==> config.mk <==
export PLATFORM = sky130hd
export DESIGN_NAME = ict_core
export DESIGN_NICKNAME = d
export VERILOG_FILES = /design/src/rtl/ict_pkg.sv /design/src/rtl/ict_core.sv
export SDC_FILE = /design/constraint.sdc
export NUM_CORES = 1
export LEC_CHECK = 0
export BUFFER_PORTS_ARGS = -buffer_cell sky130_fd_sc_hd__buf_2
export CORE_ASPECT_RATIO = 0.75
export CORE_MARGIN = 2
export CORE_UTILIZATION = 50
export DETAILED_ROUTE_END_ITERATION = 8
export PLACE_DENSITY = 0.69
export SYNTH_ARGS = -nofsm -noshare
export SYNTH_HDL_FRONTEND = slang
export SYNTH_SLANG_ARGS = --single-unit
==> constraint.sdc <==
create_clock -name ref_clk -period 8.7 [get_ports ref_clk]
set_input_delay 0.87 -clock ref_clk [delete_from_list [all_inputs] [get_ports ref_clk]]
set_output_delay 0.87 -clock ref_clk [all_outputs]
set_load 0.02 [all_outputs]
==> src/rtl/ict_pkg.sv <==
package ict_pkg;

   // ---------------------------------------------------------------
   // timing
   // ---------------------------------------------------------------
   localparam int unsigned CLKS_PER_CYCLE = 4;
   localparam logic [7:0]  BYTE_MAX       = 8'hff;
   localparam logic [7:0]  ONE_BYTE       = 8'h01;

   // ---------------------------------------------------------------
   // operation classes presented by the decoder in front of this block
   // ---------------------------------------------------------------
   typedef enum logic [4:0] {
      ICT_NOP      = 5'h00,
      ICT_MOV      = 5'h01,
      ICT_ADD      = 5'h02,
      ICT_ADC      = 5'h03,
      ICT_SUB      = 5'h04,
      ICT_SBC      = 5'h05,
      ICT_AND      = 5'h06,
      ICT_OR       = 5'h07,
      ICT_XOR      = 5'h08,
      ICT_CPL      = 5'h09,
      ICT_INC      = 5'h0a,
      ICT_SUB_ONE  = 5'h0b,
      ICT_RR       = 5'h0c,
      ICT_RL       = 5'h0d,
      ICT_RR_CARRY = 5'h0e,
      ICT_RL_CARRY = 5'h0f,
      ICT_BIT_SET  = 5'h10,
      ICT_BIT_CLR  = 5'h11,
      ICT_SKIP_Z   = 5'h12,
      ICT_SKIP_NZ  = 5'h13,
      ICT_SKIP_BZ  = 5'h14,
      ICT_SKIP_BNZ = 5'h15,
      ICT_BRANCH   = 5'h16,
      ICT_CALL     = 5'h17,
      ICT_BACK     = 5'h18,
      ICT_BACK_INT = 5'h19,
      ICT_TABLE_RD = 5'h1a
   } ict_op_t;

   // one decoded instruction
   typedef struct packed {
      ict_op_t     op;
      logic        to_mem;     // result to data memory, else accumulator
      logic        imm;        // operand is immediate, not memory
      logic        dst_pcl;    // destination is program_counter_low_byte
      logic [2:0]  bit_sel;
      logic [7:0]  operand;    // immediate or memory data
      logic [11:0] target;     // branch / call address
   } ict_instr_t;

   // result of one executed instruction
   typedef struct packed {
      logic [7:0]  acc;
      logic [7:0]  mem_data;
      logic        mem_we;
      logic        zero;
      logic        carry;
   } ict_result_t;

endpackage : ict_pkg

==> src/rtl/ict_core.sv <==
`timescale 1ns/1ps

// Notes on behaviour
// - every instruction cycle lasts exactly four system clocks
// - ordinary ops take one cycle; branch, call, table read take two
// - writing program_counter_low_byte jumps and costs one extra cycle
// - a skip takes one cycle unless it skips, then one more
// - conditional tests check a byte or one bit, then go on or skip
// - logical operations set zero flag when result is zero
// - rotates shift one bit; through-carry forms move out bit to carry
// - bit set/clear rewrites only the chosen bit of the byte
// - return resumes after the call; plain branch saves no return
// - add carries above 255; subtract borrows below zero via carry
// - increment and subtract_one change operand by exactly one
module ict_core
   import ict_pkg::*;
#(
   parameter int unsigned PC_W        = 12,
   parameter int unsigned STACK_DEPTH = 8
) (
   input  wire logic            ref_clk,
   input  wire logic            sys_rst,
   input  wire ict_instr_t      instr,
   output logic                 fetch_req,
   output logic [PC_W-1:0]      pc,
   output logic [1:0]           phase,
   output logic                 exec_stb,
   output logic                 flush,
   output ict_result_t          result,
   output logic                 busy
);

   // ---------------------------------------------------------------
   // sequencer state
   // ---------------------------------------------------------------
   // run executes on the last phase of each cycle; dummy is the second,
   // discarded cycle of a two-cycle instruction
   typedef enum logic [1:0] {
      ICT_RUN   = 2'b00,
      ICT_DUMMY = 2'b01
   } ict_state_t;

   // stack pointer width, and the phase on which every cycle ends
   localparam int unsigned SP_W = $clog2(STACK_DEPTH);
   localparam logic [1:0] LAST_PH = 2'(CLKS_PER_CYCLE - 1);

   // sequencer, datapath and write-back registers
   ict_state_t            state_q, state_d;
   logic [1:0]            phase_q, phase_d;
   logic [PC_W-1:0]       pc_q, pc_d;
   logic [PC_W-1:0]       stack_q [STACK_DEPTH];
   logic [PC_W-1:0]       push_val;
   logic                  push, pop;
   logic [SP_W-1:0]       sp_q, sp_d;
   logic [7:0]            acc_q, acc_d;
   logic                  z_q, z_d, c_q, c_d;
   logic                  stb_q, stb_d, fl_q, fl_d, fr_q, fr_d;
   logic [7:0]            mem_q, mem_d;
   logic                  we_q, we_d;
   logic                  busy_q, busy_d;
   logic [PC_W-1:0]       stack_d [STACK_DEPTH];

   // bit mask for the single-bit operations and tests
   function automatic logic [7:0] bit_mask(input logic [2:0] sel);
      bit_mask = 8'h01 << sel;
   endfunction : bit_mask

   // ---------------------------------------------------------------
   // datapath: one result per instruction
   // ---------------------------------------------------------------
   logic [8:0]  sum;
   logic [7:0]  res;
   logic        res_c, upd_z, upd_c, is_skip, skip_hit, two_cycle;
   logic [7:0]  opnd;

   // the operand arrives already read from data memory, so a bit set
   // or clear is a plain mask here and the other seven bits ride through
   // untouched; skips compute no result and write nothing
   always_comb begin
      opnd   = instr.operand;
      sum    = 9'h000;
      res    = acc_q;
      res_c  = c_q;
      upd_z  = 1'b0;
      upd_c  = 1'b0;
      is_skip  = 1'b0;
      skip_hit = 1'b0;
      unique case (instr.op)
         ICT_MOV: res = opnd;
         // nine-bit sums keep the carry or borrow in the top bit
         ICT_ADD, ICT_ADC: begin
            sum   = {1'b0, acc_q} + {1'b0, opnd}
                  + {8'h00, (instr.op == ICT_ADC) & c_q};
            res   = sum[7:0];
            res_c = sum[8];
            upd_z = 1'b1;
            upd_c = 1'b1;
         end
         ICT_SUB, ICT_SBC: begin
            // carry set means no borrow, so carry clear flags below zero
            sum   = {1'b0, acc_q} - {1'b0, opnd}
                  - {8'h00, (instr.op == ICT_SBC) & ~c_q};
            res   = sum[7:0];
            res_c = ~sum[8];
            upd_z = 1'b1;
            upd_c = 1'b1;
         end
         ICT_AND: begin res = acc_q & opnd; upd_z = 1'b1; end
         ICT_OR:  begin res = acc_q | opnd; upd_z = 1'b1; end
         ICT_XOR: begin res = acc_q ^ opnd; upd_z = 1'b1; end
         ICT_CPL: begin res = ~opnd;        upd_z = 1'b1; end
         ICT_INC: begin
            res   = opnd + ONE_BYTE;
            upd_z = 1'b1;
         end
         ICT_SUB_ONE: begin
            res   = opnd - ONE_BYTE;
            upd_z = 1'b1;
         end
         ICT_RR: res = {opnd[0], opnd[7:1]};
         ICT_RL: res = {opnd[6:0], opnd[7]};
         // through-carry forms feed the old carry in, catch the bit out
         ICT_RR_CARRY: begin
            res   = {c_q, opnd[7:1]};
            res_c = opnd[0];
            upd_c = 1'b1;
         end
         ICT_RL_CARRY: begin
            res   = {opnd[6:0], c_q};
            res_c = opnd[7];
            upd_c = 1'b1;
         end
         ICT_BIT_SET: res = opnd |  bit_mask(instr.bit_sel);
         ICT_BIT_CLR: res = opnd & ~bit_mask(instr.bit_sel);
         // skip tests only decide; the result stays the accumulator
         ICT_SKIP_Z:   begin is_skip = 1'b1; skip_hit = opnd == 8'h00; end
         ICT_SKIP_NZ:  begin is_skip = 1'b1; skip_hit = opnd != 8'h00; end
         ICT_SKIP_BZ:  begin
            is_skip  = 1'b1;
            skip_hit = (opnd & bit_mask(instr.bit_sel)) == 8'h00;
         end
         ICT_SKIP_BNZ: begin
            is_skip  = 1'b1;
            skip_hit = (opnd & bit_mask(instr.bit_sel)) != 8'h00;
         end
         default: res = acc_q;
      endcase
      // an extra cycle for control transfers, table reads, pcl writes;
      // only a result bound for data memory can land in the low pc byte,
      // so dst_pcl with an accumulator destination never costs the dummy cycle
      two_cycle = (instr.op inside {ICT_BRANCH, ICT_CALL, ICT_BACK,
                                    ICT_BACK_INT, ICT_TABLE_RD})
                | (instr.dst_pcl & instr.to_mem & ~is_skip)
                | skip_hit;
   end

   // ---------------------------------------------------------------
   // sequencer: phase counter, program counter, return stack
   // ---------------------------------------------------------------
   // instr is looked at only on the last phase of a run cycle; the
   // phase counter keeps turning through the dummy cycle as well, so
   // every cycle, dummy or not, spans exactly four clocks
   always_comb begin
      // defaults: hold all state, step the phase, no strobes
      state_d  = state_q;
      phase_d  = phase_q + 2'h1;
      pc_d     = pc_q;
      sp_d     = sp_q;
      push     = 1'b0;
      pop      = 1'b0;
      push_val = pc_q + PC_W'(1);
      acc_d    = acc_q;
      z_d      = z_q;
      c_d      = c_q;
      mem_d    = mem_q;
      we_d     = 1'b0;
      stb_d    = 1'b0;
      fl_d     = 1'b0;
      fr_d     = 1'b0;
      if (phase_q == LAST_PH) begin
         phase_d = 2'h0;
         fr_d    = 1'b1;
         unique case (state_q)
            ICT_RUN: begin
               stb_d = 1'b1;
               pc_d  = pc_q + PC_W'(1);
               if (upd_z) z_d = (res == 8'h00);
               if (upd_c) c_d = res_c;
               // write-back: memory gets a one-clock strobe, the
               // accumulator just takes the value; a skip leaves both
               if (instr.to_mem) begin
                  mem_d = res;
                  we_d  = ~is_skip;
               end else if (!is_skip) begin
                  acc_d = res;
               end
               // next pc; control transfers replace the plain step
               unique case (instr.op)
                  ICT_BRANCH: pc_d = instr.target;
                  ICT_CALL: begin
                     pc_d = instr.target;
                     push = 1'b1;
                  end
                  ICT_BACK, ICT_BACK_INT: begin
                     pc_d = stack_q[sp_q - SP_W'(1)];
                     pop  = 1'b1;
                  end
                  ICT_SKIP_Z, ICT_SKIP_NZ, ICT_SKIP_BZ, ICT_SKIP_BNZ:
                     if (skip_hit) pc_d = pc_q + PC_W'(2);
                  // a memory write aimed at the low pc byte keeps the page
                  default:
                     if (instr.dst_pcl && instr.to_mem)
                        pc_d = {pc_q[PC_W-1:8], res};
               endcase
               // the word fetched behind a two-cycle op is stale: drop it
               // and spend a dummy cycle refetching from the new pc
               if (two_cycle) begin
                  state_d = ICT_DUMMY;
                  fl_d    = 1'b1;
               end
            end
            ICT_DUMMY: state_d = ICT_RUN;
            default:   state_d = ICT_RUN;
         endcase
      end
      // the pointer moves only with a push or a pop; nothing guards
      // overflow, so a call past the stack depth overwrites an entry
      if (push) begin
         sp_d = sp_q + SP_W'(1);
      end else if (pop) begin
         sp_d = sp_q - SP_W'(1);
      end
      // busy is registered so the port comes straight from a flip-flop
      busy_d = (state_d == ICT_DUMMY);
   end

   // register all sequencer state
   always_ff @(posedge ref_clk) begin
      if (sys_rst) begin
         state_q <= ICT_RUN;
         phase_q <= 2'h0;
         pc_q    <= '0;
         sp_q    <= '0;
         acc_q   <= 8'h00;
         z_q     <= 1'b0;
         c_q     <= 1'b0;
         mem_q   <= 8'h00;
         we_q    <= 1'b0;
         stb_q   <= 1'b0;
         fl_q    <= 1'b0;
         fr_q    <= 1'b0;
         busy_q  <= 1'b0;
      end else begin
         state_q <= state_d;
         phase_q <= phase_d;
         pc_q    <= pc_d;
         sp_q    <= sp_d;
         acc_q   <= acc_d;
         z_q     <= z_d;
         c_q     <= c_d;
         mem_q   <= mem_d;
         we_q    <= we_d;
         stb_q   <= stb_d;
         fl_q    <= fl_d;
         fr_q    <= fr_d;
         busy_q  <= busy_d;
      end
   end

   // ---------------------------------------------------------------
   // return stack
   // ---------------------------------------------------------------
   // the return point is the word after the call; no reset, since a
   // pop before any push is a program fault anyway
   always_comb begin
      stack_d = stack_q;
      if (push) begin
         stack_d[sp_q] = push_val;
      end
   end

   // the stack only registers its next contents
   always_ff @(posedge ref_clk) begin
      stack_q <= stack_d;
   end

   // ---------------------------------------------------------------
   // outputs, all from flip-flops
   // ---------------------------------------------------------------
   // every port is a register; nothing combinational reaches a pin
   assign pc              = pc_q;
   assign phase           = phase_q;
   assign exec_stb        = stb_q;
   assign flush           = fl_q;
   assign fetch_req       = fr_q;
   assign busy            = busy_q;
   assign result.acc      = acc_q;
   assign result.mem_data = mem_q;
   assign result.mem_we   = we_q;
   assign result.zero     = z_q;
   assign result.carry    = c_q;

endmodule : ict_core

==> out/metrics.csv <==
stage;metric;value;unit
run_status;status;completed;
detailed_routing;route.detailed.drc;0;
global_route;grt_max_degree;45;
sta;finalHoldViolations;0;
sta;worstMarginPinSlew;1.29;ns
placement;gp_congestion;0.986;
detailed_routing;drt_iter0_markers;763;
critical_path;slowest_delay;0.97;ns
global_route;grt_pass1_vias;6285;
synth;yosysWarnings;0;
critical_path;reg2regPathDepth;8;
cells_and_area;antenna_cells;0;
synth;synthMuxAreaShare;10.9;%
detailed_routing;dr_wl_met2;10100;um
synth;ys_types;73;
critical_path;crit_family;simple AND/OR/NAND/NOR gates;
synth;synth-main-ff-cell;edfxtp_1;
synth;synthAdderAreaFrac;6.11;%
clock_tree;cts.sink_count;138;
clock_tree;cts_tree;built;
detailed_routing;wirelength;24200;um
critical_path;r2r_slack;5.03;ns
clock_tree;clkTransAtPathRegs;0.05;ns
synth;synth-edff-count;96;
clock_tree;htreeDepth;4;
hold_path;min_path_type;reg -> reg;
sta;min_period_over_period;59.7;%
synth;synth_top_family_by_area;compound AO/OA/AOI/OAI gates;
critical_path;start_kind;input port;
clock_tree;numCtsBuffers;17;
synth;syn_avg_cell_area;10.4;um2
detailed_routing;vias;6921;
cells_and_area;nFillCells;1412;
global_route;grt_use_total;27.2;%
sta;rsz0062_at_grt;false;
die;die_x;154;um
run;maxCapViolations;0;
sta;period_minus_slack;5.20;ns
sta;fmax;192;MHz
detailed_routing;via_per_inst;6.39;
sta;finalSetupTns;0;ns
sta;slew_violations;0;
synth;synth_xor_area_share;3.86;%
critical_path;cp_slowest_cell;nor4_1;
cells_and_area;area_delta_synth_final;12.0;%
power_and_ir_drop;leakage;3.42;nW
global_route;antenna_found_initial;0;
die;num_rows;41;
power_and_ir_drop;power.density;170;mW/mm2
critical_path;reg2reg_from;sp_q[0];
critical_path;cp.arrival;5.55;ns
detailed_routing;met1_length;11200;um
cells_and_area;drive_gt1_share;17.9;%
detailed_routing;wl_met3;2500;um
synth;synth-seq-area-share;44.3;%
power_and_ir_drop;peakVddDrop;0.118;mV
clock_tree;postCtsResizedCells;0;
clock_tree;clkLatencyLatePin;0.41;ns
synth;syn_nets;882;
clock_tree;holdBufCountCts;0;
die;initial_core_util;50.5;%
cells_and_area;final_cells;1083;
cells_and_area;multi_input_area;0.00430;mm2
sta;setup_viol;0;
critical_path;critPathRequiredTime;9.05;ns
critical_path;crit_chain;buf_2 > clkinv_1 > nor4_1 > and2_1 > fa_1 > nand3b_1 > o211ai_1 > a32oi_1 > o22ai_1 > nor3_1 > nand3_1 > or4_1 > o21ai_1;
cells_and_area;nNetsFinal;927;
die;die_h;116;um
hold_path;holdPathEnd;phase[0];
synth;ys_async_sr_fraction;0;%
sta;fin_skew;0.00545;ns
clock_tree;post_cts_buffers;0;
critical_path;critPathKind;in -> reg;
hold_path;hold_path_depth;1;
die;coreArea;0.0166;mm2
synth;netlist_area;0.00840;mm2
synth;synth_compound_area_share;16.1;%
detailed_routing;routed.top_layer;met4;
sta;relSlewSlack;14.1;%
synth;ys_seq_elements;138;
cells_and_area;regArea;0.00372;mm2
critical_path;crit-reg2reg-capture;pc[7];
detailed_routing;ant_nets;0;
clock_tree;clock_path_buffers;2;
detailed_routing;dr.pass1.iters;5;
critical_path;worst-path-buf-inv;2;
placement;numPortBuffers;68;
hold_path;hp-start;phase[0];
die;pin_count;70;
global_route;grt_overflow;0;
critical_path;worst_setup_path_end_kind;flop;
global_route;grt_first_pass_wirelength;36700;um
synth;synthSimpleGateAreaFrac;14.1;%
placement;dp.cells;1052;
critical_path;crit_path_max_fanout;29;
detailed_routing;drt-wirelength-per-cell;22.3;um
synth;synth_cells;811;
clock_tree;root_buffer;clkbuf_16;
die;dieArea;0.0179;mm2
placement;dp_hpwl;16800;um
[kinds of logic after synthesis]
group / after synthesis
AOI/OAI and AO/OA: 201
xor gates and xnor gates: 37
adders and majority gates: 38
buffers and inverters: 92
DFF: 138
muxes: 57
and+or+nand+nor: 248
[placed cells by master, fill, tap and decap left out, types with 17 or more instances in the layout]
master	instances
nor2_1	75
a21oi_1	48
edfxtp_1	96
xnor2_1	23
buf_2	68
mux2i_1	24
nand2_1	66
inv_1	35
dfxtp_1	41
a211oi_1	17
clkbuf_16	17
mux4_2	26
nand3_1	22
ha_1	33
o21ai_0	41
[area by class of cell]
| cell class | count | area share, % |
|---|---|---|
| well taps | 215 | 2.86 |
| multi-input cells | 581 | 45.7 |
| repair buffers | 81 | 4.65 |
| inverters | 37 | 1.48 |
| clock buffers | 19 | 4.60 |
| clock inverters | 12 | 1.09 |
| flip-flops and latches | 138 | 39.6 |
[per-layer routing]
metal	vias to the layer above	global-route usage [%]
met1	3354	41.1
met5	-	0
li1	3159	-
met2	376	38.9
met4	0	6.24
met3	32	7.42
[synth_stat cells, types with 5 or more instances]
master,number,area share (%)
edfxtp_1,96,34
nor2_1,75,3.4
nand2_1,66,2.9
a21oi_1,48,2.9
dfxtp_1,42,10
o21ai_0,41,2.4
inv_1,35,1.6
ha_1,33,4.9
clkbuf_1,31,1.4
mux4_2,26,7.0
mux2i_1,24,2.9
xnor2_1,23,2.4
nand3_1,22,1.3
nor3_1,18,1.1
a211oi_1,17,1.5
xor2_1,14,1.5
buf_2,13,0.77
nor4_1,9,0.67
o211ai_1,9,0.80
o221ai_1,9,0.94
a221oi_1,8,0.83
a31oi_1,8,0.60
nand2b_1,8,0.60
and2_1,6,0.45
and3_1,6,0.45
buf_1,6,0.27
mux2_2,6,0.80
nand4_1,6,0.45
a21boi_0,5,0.45
fa_1,5,1.2
o22ai_1,5,0.37
or3_1,5,0.37
[where the power goes]
| part | internal, W | switching (W) | total, W |
|---|---|---|---|
| Clock | 0.000388 | 0.000262 | 0.000650 |
| Combinational | 0.0000762 | 0.000146 | 0.000222 |
| Sequential | 0.000713 | 0.0000143 | 0.000728 |
[worst max-delay path by stage]
stage / cells after the start / startpoint / slack (ns) / endpoint
after floorplan: 13 / instr[30] / 4.49 / z_q
after CTS: 13 / instr[27] / 3.72 / z_q
after detailed placement: 13 / instr[27] / 3.29 / z_q
after global routing: 13 / instr[27] / 3.21 / z_q
after global placement: 13 / instr[27] / 3.32 / z_q
final: 13 / instr[27] / 3.50 / z_q
[state kept, by name, indices dropped and copies added (netlist names)]
name       flops
pc            12
flush          1
exec_stb       1
fetch_req      1
sp_q           3
mem_q          8
stack_q       96
c_q            1
state_q        2
z_q            1
phase          2
acc_q          8
busy           1
we_q           1
[through the flow]
step	instance area (um2)	setup slack, ns	hold slack (ns)	utilization, %	total power, W
final	9410	3.50	0.456	56.6	0.00160
after global routing	9410	3.21	0.480	56.6	0.00166
after CTS	9410	3.72	0.462	56.6	0.00160
after detailed placement	8870	3.29	0.454	53.4	0.000955
after global placement	8870	3.32	0.436	53.4	0.000953
after floorplan	8400	4.49	0.437	-	0.000887
Power figures use the tool's default switching activity.
